$ cat src/core/circ_addr_regs.vh
// Register offsets, field positions, reset values and widths of the circular address generator.
`ifndef CIRC_ADDR_REGS_VH
`define CIRC_ADDR_REGS_VH

`define CAG_ADDR_W 5
`define CAG_DATA_W 32

`define CAG_OFS_STATUS 5'h00
`define CAG_OFS_MODE 5'h01
`define CAG_OFS_SIZE_LOW 5'h02
`define CAG_OFS_SIZE_HIGH 5'h03
`define CAG_OFS_SIZE_COEF 5'h04
`define CAG_OFS_START_PAIR0 5'h05
`define CAG_OFS_START_PAIR1 5'h06
`define CAG_OFS_START_PAIR2 5'h07
`define CAG_OFS_START_PAIR3 5'h08
`define CAG_OFS_START_COEF 5'h09
`define CAG_OFS_XPTR_FIRST 5'h0A
`define CAG_OFS_XPTR_COEF 5'h12

`define CAG_STATUS_COEF_BIT 8
`define CAG_STATUS_W 9
`define CAG_MODE_LEGACY_BIT 0

`define CAG_PTR_COEF 4'h8
`define CAG_PTR_LAST 4'h8

`define CAG_RST_STATUS 9'h000
`define CAG_RST_MODE 1'b0
`define CAG_RST_SIZE 16'h0000
`define CAG_RST_START 16'h0000
`define CAG_RST_XPTR 23'h000000

`define CAG_PAGE_HI 22
`define CAG_PAGE_LO 16

`endif

$ cat src/core/circular_address_generator.v
// Pointer update and data address generation with linear and circular buffer modes.

`include "circ_addr_regs.vh"

module circular_address_generator (
	input wire sys_clk,
	input wire resetn,
	input wire [`CAG_ADDR_W-1:0] reg_addr,
	input wire [`CAG_DATA_W-1:0] reg_wdata,
	input wire reg_wr,
	input wire reg_rd,
	output reg [`CAG_DATA_W-1:0] reg_rdata,
	input wire upd_valid,
	input wire [3:0] upd_ptr_sel,
	input wire [15:0] upd_step,
	input wire upd_sub,
	input wire upd_force_circ,
	output reg [22:0] data_addr_r,
	output reg data_addr_valid_r,
	output reg data_addr_circ_r
);

	////////////////////////////////////////////////////////////////////////////////
	// Helper functions.

	// Smallest all-ones mask that covers the size, i.e. 2^N - 1 with 2^N > size.
	function [15:0] buf_mask;
		input [15:0] r;
		reg [15:0] m;
		begin
			m = r;
			m = m | (m >> 1);
			m = m | (m >> 2);
			m = m | (m >> 4);
			m = m | (m >> 8);
			buf_mask = m;
		end
	endfunction

	// Circular step of a 16-bit pointer; the bits above the mask stay as the aligned top.
	function [15:0] circ_step;
		input [15:0] p;
		input [15:0] s;
		input [15:0] r;
		reg [15:0] m;
		reg [17:0] sum;
		begin
			m = buf_mask(r);
			sum = {2'b00, p & m} + {{2{s[15]}}, s};
			if (sum[17]) begin
				sum = sum + {2'b00, r};
			end else if (sum[16:0] >= {1'b0, r}) begin
				sum = sum - {2'b00, r};
			end
			circ_step = (p & ~m) | (sum[15:0] & m);
		end
	endfunction

	// True for the offsets of the nine extended pointers.
	function is_xptr_ofs;
		input [`CAG_ADDR_W-1:0] a;
		begin
			is_xptr_ofs = (a >= `CAG_OFS_XPTR_FIRST) && (a <= `CAG_OFS_XPTR_COEF);
		end
	endfunction

	// Pointer number that an extended pointer offset addresses.
	function [3:0] xptr_slot;
		input [`CAG_ADDR_W-1:0] a;
		reg [`CAG_ADDR_W-1:0] d;
		begin
			d = a - `CAG_OFS_XPTR_FIRST;
			xptr_slot = d[3:0];
		end
	endfunction

	////////////////////////////////////////////////////////////////////////////////
	// Software-visible state.

	reg [`CAG_STATUS_W-1:0] status_r;
	reg legacy_r;
	reg [15:0] size_low_r;
	reg [15:0] size_high_r;
	reg [15:0] size_coef_r;
	reg [15:0] start_r [0:3];
	reg [15:0] start_coef_r;
	reg [22:0] xptr_r [0:8];

	////////////////////////////////////////////////////////////////////////////////
	// Pointer selection and next-value logic.

	wire sel_ok = (upd_ptr_sel <= `CAG_PTR_LAST);
	wire is_coef = (upd_ptr_sel == `CAG_PTR_COEF);
	wire [3:0] sel_idx = sel_ok ? upd_ptr_sel : 4'h0;
	wire [22:0] cur = xptr_r[sel_idx];

	reg circ_en;
	reg [15:0] size_sel;
	reg [15:0] start_sel;
	reg [15:0] step_eff;
	reg [15:0] new_low;
	reg [22:0] addr_nxt;
	reg use_circ;

	always @* begin
		circ_en = upd_force_circ | (is_coef ? status_r[`CAG_STATUS_COEF_BIT] : status_r[sel_idx[2:0]]);
		if (is_coef) begin
			size_sel = size_coef_r;
			start_sel = start_coef_r;
		end else if (sel_idx[2] && !legacy_r) begin
			size_sel = size_high_r;
			start_sel = start_r[sel_idx[2:1]];
		end else begin
			// Legacy mode lets the low size register serve the upper four pointers too.
			size_sel = size_low_r;
			start_sel = start_r[sel_idx[2:1]];
		end
	end

	always @* begin
		if (upd_sub) begin
			// The two's complement of 8000h is itself, so subtracting it gives the same step as adding it; software avoids it.
			step_eff = ~upd_step + 16'h0001;
		end else begin
			step_eff = upd_step;
		end
		// A zero size cannot describe a buffer, so such a pointer falls back to linear stepping.
		use_circ = circ_en & (size_sel != 16'h0000);
		if (use_circ) begin
			new_low = circ_step(cur[15:0], step_eff, size_sel);
			addr_nxt = {cur[`CAG_PAGE_HI:`CAG_PAGE_LO], 16'h0000} + {7'h00, start_sel} + {7'h00, cur[15:0]};
		end else begin
			new_low = cur[15:0] + step_eff;
			addr_nxt = cur;
		end
	end

	////////////////////////////////////////////////////////////////////////////////
	// Register writes and pointer updates.

	wire wr_xptr = reg_wr && is_xptr_ofs(reg_addr);
	wire [3:0] wr_slot = xptr_slot(reg_addr);
	wire upd_take = upd_valid && sel_ok;

	always @(posedge sys_clk or negedge resetn) begin
		if (!resetn) begin
			status_r <= `CAG_RST_STATUS;
			legacy_r <= `CAG_RST_MODE;
		end else if (reg_wr) begin
			if (reg_addr == `CAG_OFS_STATUS) begin
				status_r <= reg_wdata[`CAG_STATUS_W-1:0];
			end
			if (reg_addr == `CAG_OFS_MODE) begin
				legacy_r <= reg_wdata[`CAG_MODE_LEGACY_BIT];
			end
		end
	end

	always @(posedge sys_clk or negedge resetn) begin
		if (!resetn) begin
			size_low_r <= `CAG_RST_SIZE;
			size_high_r <= `CAG_RST_SIZE;
			size_coef_r <= `CAG_RST_SIZE;
		end else if (reg_wr) begin
			case (reg_addr)
				`CAG_OFS_SIZE_LOW: begin
					size_low_r <= reg_wdata[15:0];
				end
				`CAG_OFS_SIZE_HIGH: begin
					size_high_r <= reg_wdata[15:0];
				end
				`CAG_OFS_SIZE_COEF: begin
					size_coef_r <= reg_wdata[15:0];
				end
				default: begin
				end
			endcase
		end
	end

	// Start registers may hold any offset, so a buffer need not sit on an aligned boundary.
	always @(posedge sys_clk or negedge resetn) begin
		if (!resetn) begin
			start_r[0] <= `CAG_RST_START;
			start_r[1] <= `CAG_RST_START;
			start_r[2] <= `CAG_RST_START;
			start_r[3] <= `CAG_RST_START;
			start_coef_r <= `CAG_RST_START;
		end else if (reg_wr) begin
			case (reg_addr)
				`CAG_OFS_START_PAIR0: begin
					start_r[0] <= reg_wdata[15:0];
				end
				`CAG_OFS_START_PAIR1: begin
					start_r[1] <= reg_wdata[15:0];
				end
				`CAG_OFS_START_PAIR2: begin
					start_r[2] <= reg_wdata[15:0];
				end
				`CAG_OFS_START_PAIR3: begin
					start_r[3] <= reg_wdata[15:0];
				end
				`CAG_OFS_START_COEF: begin
					start_coef_r <= reg_wdata[15:0];
				end
				default: begin
				end
			endcase
		end
	end

	// Pointer words, written by software and stepped by the update port.
	always @(posedge sys_clk or negedge resetn) begin
		if (!resetn) begin
			xptr_r[0] <= `CAG_RST_XPTR;
			xptr_r[1] <= `CAG_RST_XPTR;
			xptr_r[2] <= `CAG_RST_XPTR;
			xptr_r[3] <= `CAG_RST_XPTR;
			xptr_r[4] <= `CAG_RST_XPTR;
			xptr_r[5] <= `CAG_RST_XPTR;
			xptr_r[6] <= `CAG_RST_XPTR;
			xptr_r[7] <= `CAG_RST_XPTR;
			xptr_r[8] <= `CAG_RST_XPTR;
		end else begin
			// A pointer update lands first so that a software load in the same cycle overrides it.
			if (upd_take) begin
				xptr_r[sel_idx] <= {cur[`CAG_PAGE_HI:`CAG_PAGE_LO], new_low};
			end
			if (wr_xptr) begin
				xptr_r[wr_slot] <= reg_wdata[22:0];
			end
		end
	end

	////////////////////////////////////////////////////////////////////////////////
	// Address output.

	always @(posedge sys_clk or negedge resetn) begin
		if (!resetn) begin
			data_addr_valid_r <= 1'b0;
		end else begin
			data_addr_valid_r <= upd_take;
		end
	end

	always @(posedge sys_clk or negedge resetn) begin
		if (!resetn) begin
			data_addr_r <= 23'h000000;
		end else if (upd_take) begin
			data_addr_r <= addr_nxt;
		end
	end

	// Holds the mode of the last accepted update so a consumer can tell wrapped addresses apart.
	always @(posedge sys_clk or negedge resetn) begin
		if (!resetn) begin
			data_addr_circ_r <= 1'b0;
		end else if (upd_take) begin
			data_addr_circ_r <= use_circ;
		end
	end

	////////////////////////////////////////////////////////////////////////////////
	// Read-back; unmapped offsets read as zero.

	reg [`CAG_DATA_W-1:0] rd_val;

	always @* begin
		rd_val = 32'h00000000;
		case (reg_addr)
			`CAG_OFS_STATUS: begin
				rd_val = {23'h000000, status_r};
			end
			`CAG_OFS_MODE: begin
				rd_val = {31'h00000000, legacy_r};
			end
			`CAG_OFS_SIZE_LOW: begin
				rd_val = {16'h0000, size_low_r};
			end
			`CAG_OFS_SIZE_HIGH: begin
				rd_val = {16'h0000, size_high_r};
			end
			`CAG_OFS_SIZE_COEF: begin
				rd_val = {16'h0000, size_coef_r};
			end
			`CAG_OFS_START_PAIR0: begin
				rd_val = {16'h0000, start_r[0]};
			end
			`CAG_OFS_START_PAIR1: begin
				rd_val = {16'h0000, start_r[1]};
			end
			`CAG_OFS_START_PAIR2: begin
				rd_val = {16'h0000, start_r[2]};
			end
			`CAG_OFS_START_PAIR3: begin
				rd_val = {16'h0000, start_r[3]};
			end
			`CAG_OFS_START_COEF: begin
				rd_val = {16'h0000, start_coef_r};
			end
			default: begin
				if (is_xptr_ofs(reg_addr)) begin
					rd_val = {9'h000, xptr_r[xptr_slot(reg_addr)]};
				end
			end
		endcase
	end

	// Read data stand only in the cycle after the strobe and are zero otherwise.
	always @(posedge sys_clk or negedge resetn) begin
		if (!resetn) begin
			reg_rdata <= 32'h00000000;
		end else if (reg_rd) begin
			reg_rdata <= rd_val;
		end else begin
			reg_rdata <= 32'h00000000;
		end
	end

endmodule
$ cat config.mk
export PLATFORM = sky130hd
export DESIGN_NAME = circular_address_generator
export DESIGN_NICKNAME = d
export VERILOG_FILES = /design/src/core/circular_address_generator.v
export VERILOG_INCLUDE_DIRS = /design/src /design/src/core
export SDC_FILE = /design/constraint.sdc
export NUM_CORES = 1
export LEC_CHECK = 0
export BUFFER_PORTS_ARGS = -buffer_cell sky130_fd_sc_hd__buf_2
export CAP_MARGIN = 20
export CORE_AREA = 2 2 394 240
export DETAILED_ROUTE_END_ITERATION = 10
export DIE_AREA = 0 0 396 242
export SLEW_MARGIN = 20
export SYNTH_ARGS = -nofsm -noshare
export SYNTH_HDL_FRONTEND = slang
export SYNTH_SLANG_ARGS = --single-unit
export TNS_END_PERCENT = 50
$ cat constraint.sdc
create_clock -name sys_clk -period 8.8 [get_ports sys_clk]
set_input_delay 2.2 -clock sys_clk [delete_from_list [all_inputs] [get_ports sys_clk]]
set_output_delay 2.2 -clock sys_clk [all_outputs]
set_load 0.03 [all_outputs]
Yosys cells after proc, flatten, opt, wreduce, memory -nomap -nowiden
Index checks and enable logic that the tools add are counted. W data, S select, Z words.

Flip-flop bits (word level): 402. Output and inout bits: 57. Word-level logic and storage cells: 118. Input bits: 64.

Bitwise logic cells: 15. Equality and inequality tests: 10. Mux-type cells: 33. Add/sub/neg operators: 8. Reduce and logical (&&, ||, !) cells: 19. $lt $le $gt $ge: 10.

Operators by type and width (number): $bwmux W207 (2); $mux W207 (2); $pmux W23 S10 (1); $bmux W23 S4 (2); $demux W23 S4 (2); $mux W23 (8); $mux W16 (10); $and A16 B16 Y16 (3); $add A23 B16 Y23 (2); $add A16 B16 Y16 (2); $bmux W16 S2 (1); $mux W32 (1); $not A16 Y16 (2); $eq A5 B3 Y1 const B (4); $reduce_and A2 Y1 (10); $add A17 B16 Y18 (1); $ge A17 B16 Y1 (1); $add A16 B1 Y16 const B (1); $or A16 B12 Y16 (1); $or A16 B14 Y16 (1); $or A16 B15 Y16 (1); $or A16 B16 Y16 (1); $or A16 B8 Y16 (1); $reduce_bool A16 Y1 (1); 23 further kinds (34).

Logic depth before layout (Yosys ltp)
Gate-level depths: netlist (run 1).

Depth after elaboration: 22. Mapped depth: 31.

Worst setup path after synthesis (run 1)
No wires, ideal clock.

Kind: input to register. Start: input port upd_ptr_sel[1]. End: register xptr_r[104] (netlist name). Path buffers: 6. Setup slack: -0.084 ns. Arrival: 8.758 ns. Stages on the path: 30. Required time: 8.674 ns. Path through: buf_1 > clkbuf_1 > buf_1 > clkbuf_1 > mux4_2 > nor2b_1 > a211oi_1 > a21oi_1 > o21a_1 > ha_1 > inv_1 > fa_1 > nand2b_1 > a21oi_1 > o211a_1 > nor2_1 > xnor2_1 > ha_1 > clkbuf_1 > a21o_1 > a221o_1 > a21oi_1 > o21ai_1 > a221o_1 > nor3_1 > buf_2 > nor2_1 > a211oi_1 > o31ai_4 > a221o_1.

Cells in the longest elaborated chain, start to end: 22. Elaborated cells between the ends (all ways): 44. Those cells by class: add/sub: 4; order compare: 4; eq/ne: 1; mux: 19; bitwise: 12; reduce/logical: 4.

Ends and longest elaborated chain: start: declaration (RTL line circular_address_generator.v:14) `input wire [3:0] upd_ptr_sel,`; $le A4 B4 Y1 (no source line); $mux W4 (RTL line circular_address_generator.v:94) `wire [3:0] sel_idx = sel_ok ? upd_ptr_sel : 4'h0;`; $logic_and A1 B1 Y1 (RTL line circular_address_generator.v:110) `end else if (sel_idx[2] && !legacy_r) begin`; $mux W16 (RTL line circular_address_generator.v:110); $mux W16 (RTL line circular_address_generator.v:107) `if (is_coef) begin`; $or A16 B15 Y16 (RTL line circular_address_generator.v:32) `m = m | (m >> 1);`; $or A16 B14 Y16 (RTL line circular_address_generator.v:33) `m = m | (m >> 2);`; $or A16 B12 Y16 (RTL line circular_address_generator.v:34) `m = m | (m >> 4);`; (+6 left out); $mux W16 (RTL line circular_address_generator.v:129) `if (use_circ) begin`; $and A16 B16 Y16 (RTL line circular_address_generator.v:55) `circ_step = (p & ~m) | (sum[15:0] & m);`; $or A16 B16 Y16 (RTL line circular_address_generator.v:55); $mux W16 (RTL line circular_address_generator.v:129); $bwmux W207 (RTL line circular_address_generator.v:227) `` xptr_r[sel_idx] <= {cur[`CAG_PAGE_HI:`CAG_PAGE_LO], new_low}; ``; $mux W207 (*) (RTL line circular_address_generator.v:226) `if (upd_take) begin`; $bwmux W207 (RTL line circular_address_generator.v:230) `xptr_r[wr_slot] <= reg_wdata[22:0];`; $mux W207 (*) (RTL line circular_address_generator.v:229) `if (wr_xptr) begin`; end signal: indexed assignment (RTL line circular_address_generator.v:227); end signal: indexed assignment (RTL line circular_address_generator.v:230); end: declaration (RTL line circular_address_generator.v:87) `reg [22:0] xptr_r [0:8];`.

Every way passes the cells marked *; elsewhere a longest branch is shown, timed or not. The select of a mux whose other input is x is not followed. A chain may end at the register's enable or synchronous reset.

Final worst setup path (run 1)
Start: input port upd_ptr_sel[3]. End: register xptr_r[99] (netlist name).

Same word-level chain as after synthesis.

==> results.json, run 1 <==
{
  "status": "completed",
  "hold_depth": 2,
  "finalHoldViolCount": 0,
  "min_to": "data_addr_r[16]",
  "fp.dieW_um": 396,
  "numPortBuffers": 102,
  "wl_per_cell_um": 26.52,
  "worstReg2RegEnd": "xptr_r[99]",
  "die_area_um2": 95830,
  "reg2reg_from": "legacy_r",
  "busiest_layer": "met1",
  "clkSlewWorstSetupHoldPaths_ps": 60,
  "yosysSeqAreaShare_pct": 37.15,
  "cts_tree": "yes",
  "async_flop_share_pct": 100.0,
  "drt-total-wl_um": 117000,
  "leakagePower_nw": 14.22,
  "finClkSkew_ps": 55.74,
  "syn_area_per_cell_um2": 9.072,
  "end_kind": "flop",
  "p_sw_share_pct": 44.19,
  "ir_drop_v": 0.0002456,
  "ys_warn_count": 0,
  "maxCapViolations": 0,
  "layout.cells.non_filler": 4411,
  "synth_top_area_share_pct": 37.15,
  "viasPerCell": 5.861,
  "finalSetupViolCount": 0,
  "crit_arrival_ps": 9030,
  "grt_pass1_vias": 24050,
  "grt_use_met3_pct": 12.19,
  "place_ws_ps": -381.2,
  "relSlewSlack_pct": 16.07,
  "syn_inst": 2918,
  "multiInputGateArea_um2": 15630,
  "grt_use_met1_pct": 35.39,
  "synth_cell_types": 101,
  "drtPass1Iterations": 8,
  "drc_errors": 0,
  "power.density_cell_area_nw_per_um2": 342.1,
  "fin_ws_ps": 302.3,
  "ios": 121,
  "r2r_slack_ps": 1490,
  "ff2ff_path_depth": 28,
  "power.total_mw": 10.78,
  "stdcell_area_um2": 31500,
  "yosysTopAreaCell": "dfrtp_1",
  "start_kind": "input pin",
  "ys_ff_latch": 393,
  "finalCritPeriodShare_pct": 96.56,
  "cts_max_path_buffers": 3,
  "grtUsageTotal_pct": 23.76,
  "area_delta_synth_final_pct": 18.99,
  "seqCellArea_um2": 9834,
  "cts.sinks": 393,
  "rows": 87,
  "placed_area_um2": 30080,
  "cts_made_buffers": 41,
  "grt_max_degree": 156,
  "critPathKind": "in -> reg",
  "vias": 25850,
  "insertion_delay_ps": 630,
  "synth_area_um2": 26470,
  "clock.fmax_mhz": 117.7,
  "fin_tns_setup_ps": 0,
  "tightest_slew_ps": 1246,
  "cts-root-buf": "clkbuf_16",
  "synth.most_common_cell": "nand2_1",
  "met2_usage_pct": 29.41,
  "nFillCells": 9467,
  "postRouteAntennaNets": 0,
  "dpl.cell_count": 4337,
  "cp_max_fo": 28,
  "drive_gt1_share_pct": 23.68,
  "fp.dieH_um": 242,
  "cp.required_ps": 9330,
  "pwr-share-clk_pct": 16.9,
  "hp-start": "data_addr_r[16]",
  "internal_power_mw": 6.015,
  "place_congestion": 0.9749,
  "hold_slack_ps": 472.9,
  "drt_iter0_drc": 4046,
  "synth_edf_count": 0,
  "coreArea_um2": 92640,
  "htreeDepth": 2,
  "synth.area.top_cells": "dfrtp_1, nand2_1, mux2_2",
  "fin_util_pct": 34.00,
  "hpwlAfterDp_um": 83860,
  "start_util_pct": 28.58,
  "synth_ff_type": "dfrtp_1",
  "fin_crit_ps": 8498,
  "rsz0062_at_grt": "no",
  "antenna_found_initial": 9,
  "drv_slew": 0,
  "grt_pass1_wl_um": 170300,
  "p_seq_share_pct": 26.2,
  "holdCritPathClass": "reg -> reg",
  "switching_power_mw": 4.763,
  "combPwrFrac_pct": 56.9,
  "fin_nets": 3288,
  "grt_overflow_total": 0,
  "synthTopCellsByCount": "nand2_1, dfrtp_1, a21oi_1"
}
-- registers in the layout, indices dropped and copies added (netlist names) --
name               cells
data_addr_circ_r       1
data_addr_r           23
data_addr_valid_r      1
legacy_r               1
reg_rdata             23
size_coef_r           16
size_high_r           16
size_low_r            16
start_coef_r          16
start_r               64
status_r               9
xptr_r               207
-- critical path, stage by stage --
cell and delay, ps:
buf_2 130, buf_4 170, buf_4 400, nand2b_1 460, nor2_1 100, a222oi_1 530, buf_4 220, nor2_1 50
ha_1 330, o211ai_1 100, o21ai_1 460, o2111a_1 320, nor3_1 70, xnor2_1 310, ha_1 340, and3_1 160
a221o_1 310, a21oi_1 190, o21ai_1 160, a221o_1 440, or4_1 440, a21o_1 200, a221o_1 380, buf_12 160
a21o_1 200, a21oi_2 140
-- how the worst max path moves through the flow --
stage                  end      startpoint  cells past startpoint
6_report        xptr_r[99]  upd_ptr_sel[3]                     26
5_1_grt         xptr_r[26]  upd_ptr_sel[3]                     31
4_1_cts         xptr_r[84]  upd_ptr_sel[3]                     29
3_5_place_dp    xptr_r[84]  upd_ptr_sel[3]                     29
3_3_place_gp    xptr_r[84]  upd_ptr_sel[3]                     29
2_1_floorplan  xptr_r[104]  upd_ptr_sel[1]                     30
-- power groups by stage --
| stage | Sequential (mW) | Clock [mW] | Combinational (mW) |
|---|---|---|---|
| 2_1_floorplan | 2.74 | 0 | 3.26 |
| 3_3_place_gp | 2.80 | 0 | 5.81 |
| 3_5_place_dp | 2.81 | 0 | 5.86 |
| 4_1_cts | 2.79 | 1.83 | 5.89 |
| 5_1_grt | 2.87 | 1.90 | 6.52 |
| 6_report | 2.83 | 1.82 | 6.13 |
-- routing by layer --
metal | up-vias | routed length (um)
li1 | 11050 | -
met1 | 12770 | 51520
met2 | 1804 | 42770
met3 | 213 | 19700
met4 | 14 | 2651
met5 | - | 337
-- cell usage in the layout, fill, tap and decap left out, types with 70 or more instances in the layout --
cell and count:
a21oi_1 231, and3_1 102, mux2_2 160, ha_1 82, buf_2 98, nand3_1 81
inv_1 70, o21ai_0 152, nor2_1 142, buf_4 266, dfrtp_1 393, nand2_1 488
-- area by class of cell --
cell class,count,area share [%]
multi-input cells,2246,49.60
flip-flops and latches,393,31.22
repair buffers,383,9.096
well taps,1246,4.949
clock buffers,53,3.559
inverters,72,0.8580
clock inverters,16,0.6991
diodes,2,0.01589
-- what timing repair did --
item | CTS | global route
setup buffers | 0 | 1
hold buffers | 0 | 0
resized for setup | 0 | 3
endpoints found under the setup margin | 0 | 64
-- logic make-up after synthesis --
kind of cell | share of synthesized area (%)
DFF | 37.15
and+or+nand+nor | 17.51
other | 0.01417
adders and majority gates | 4.254
xor gates and xnor gates | 2.288
buffers and inverters | 4.447
muxes | 14.51
AOI/OAI and AO/OA | 19.83
(Power assumes the default switching activity.)
==> run 2, diff against run 1 <==
Settings changed: PLACE_DENSITY_LB_ADDON from default to 0.1.
Clock period 8.8 ns to 10.8 ns, I/O delays scaled along.
==> results.json, run 2 (synthesis gave the netlist of run 1 again) <==
{
  "status": "completed",
  "grt_pass1_wl_um": 182800,
  "switching_power_mw": 3.873,
  "fp.dieW_um": 396,
  "cts-hold-fix-buffers": 0,
  "power.density_cell_area_nw_per_um2": 281.9,
  "area_delta_synth_final_pct": 16.67,
  "slowest_stage": "nor2_2",
  "finalHoldViolCount": 0,
  "end_kind": "flop",
  "cts_setup_buffers": 0,
  "die_area_um2": 95830,
  "dr_wl_met2_um": 48840,
  "power.total_mw": 8.707,
  "rows": 87,
  "antenna_found_initial": 8,
  "fin_tns_setup_ps": 0,
  "final_cell_mix": "nand2_1, dfrtp_1, a21oi_1",
  "grt_overflow_total": 0,
  "drive_gt1_share_pct": 21.28,
  "fin_nets": 3186,
  "drt-met1-wl_um": 63710,
  "clkSlewWorstSetupHoldPaths_ps": 70,
  "drt-total-wl_um": 129700,
  "numPortBuffers": 102,
  "combPwrFrac_pct": 54.6,
  "internal_power_mw": 4.835,
  "holdCritPathClass": "reg -> reg",
  "layout_commonest_cell": "nand2_1",
  "pwr-share-clk_pct": 19.1,
  "drv_slew": 0,
  "postRouteAntennaNets": 0,
  "wl_per_cell_um": 30.03,
  "grt_max_degree": 98,
  "drc_errors": 0,
  "fin_util_pct": 33.34,
  "top_layer_used": "met5",
  "finClkSkew_ps": 54.17,
  "cp_slowest_stage_delay_ps": 860,
  "dpl.cell_count": 4233,
  "r2r_slack_ps": 2880,
  "hold_slack_ps": 472.1,
  "fp.dieH_um": 242,
  "cp_max_fo": 26,
  "p_sw_share_pct": 44.48,
  "dr_wl_met3_um": 14600,
  "grt_pass1_vias": 23910,
  "start_kind": "input pin",
  "cts_tree": "yes",
  "finalSetupViolCount": 0,
  "cts.sinks": 393,
  "relSlewSlack_pct": 20.81,
  "placed_area_um2": 29300,
  "tightest_slew_ps": 1175,
  "place_congestion": 0.9099,
  "crit_arrival_ps": 10340,
  "top_regs": "xptr_r: 207 flops, start_r: 64 flops",
  "rsz0062_at_grt": "no",
  "fin_crit_ps": 9858,
  "place_ws_ps": 580.9,
  "cts-root-buf": "clkbuf_16",
  "insertion_delay_ps": 640,
  "cts_resized": 0,
  "cts_max_path_buffers": 3,
  "cts_made_buffers": 45,
  "coreArea_um2": 92640,
  "nFillCells": 9577,
  "drt_iter0_drc": 2956,
  "leakagePower_nw": 13.81,
  "stdcell_area_um2": 30890,
  "ir_drop_v": 0.0001450,
  "fin_ws_ps": 942.3,
  "maxCapViolations": 0,
  "regMostFlops": "xptr_r",
  "grtUsageTotal_pct": 26.28,
  "p_seq_share_pct": 26.3,
  "cp.required_ps": 11290,
  "start_util_pct": 28.58,
  "path_buf_inv": 7,
  "cp_common_cell": "buf_4",
  "clock.fmax_mhz": 101.4,
  "ios": 121,
  "viasPerCell": 5.849,
  "htreeDepth": 2,
  "cp_top_family": "compound AO/OA/AOI/OAI gates",
  "vias": 25260,
  "layout.cells.non_filler": 4319,
  "drtPass1Iterations": 6,
  "largest_reg_flops": 207,
  "hpwlAfterDp_um": 91950,
  "finalCritPeriodShare_pct": 91.28,
  "critPathKind": "in -> reg"
}
==> run 2: cell types whose count changed in the layout (fill, tap and decap cells not counted), sizes merged <==
cell	previous run	this run
buf	383	277
diode	2	4
clkinvlp	3	0
clkbuf	53	67
bufinv	2	3
==> run 2: routing by layer <==
| metal | vias up | global-route usage [%] |
|---|---|---|
| met5 | - | 0 |
| met3 | 183 | 8.535 |
| met2 | 1285 | 34.04 |
| li1 | 10870 | - |
| met4 | 12 | 5.133 |
| met1 | 12910 | 41.31 |
==> run 2: worst paths after layout <==
path / start / to / depth (start not counted)
max: upd_ptr_sel[0] / xptr_r[3] / 30
min in group asynchronous: resetn / data_addr_r[20] / 1
min: data_addr_r[19] / data_addr_r[19] / 2
max reg2reg: legacy_r / xptr_r[3] / 28
min reg2reg: data_addr_r[19] / data_addr_r[19] / 2
max in group asynchronous: resetn / reg_rdata[15] / 3
==> run 2: power by group through the flow <==
stage                     Combinational, mW  Clock, mW  Sequential, mW
after floorplan                        2.66          0            2.23
after detailed placement               4.64          0            2.29
after global routing                   5.09       1.75            2.33
after CTS                              4.67       1.69            2.27
after global placement                 4.61          0            2.26
final                                  4.76       1.66            2.29
==> run 2: final cells by class <==
cell class / instances / area [um^2] / area share (%)
Sequential cell: 393 / 9834 / 31.84
Tap cell: 1246 / 1559 / 5.047
Clock inverter: 14 / 217.7 / 0.7049
Inverter: 72 / 270.3 / 0.8750
Clock buffer: 67 / 1339 / 4.334
Multi-Input combinational cell: 2246 / 15630 / 50.59
Antenna cell: 4 / 10.01 / 0.03241
Timing Repair Buffer: 277 / 2032 / 6.579
==> run 2: tightest hold or removal path: stages, from the launching register on <==
cell	delay, ps
dfrtp_1	340
nand2_1	40
o21ai_0	50
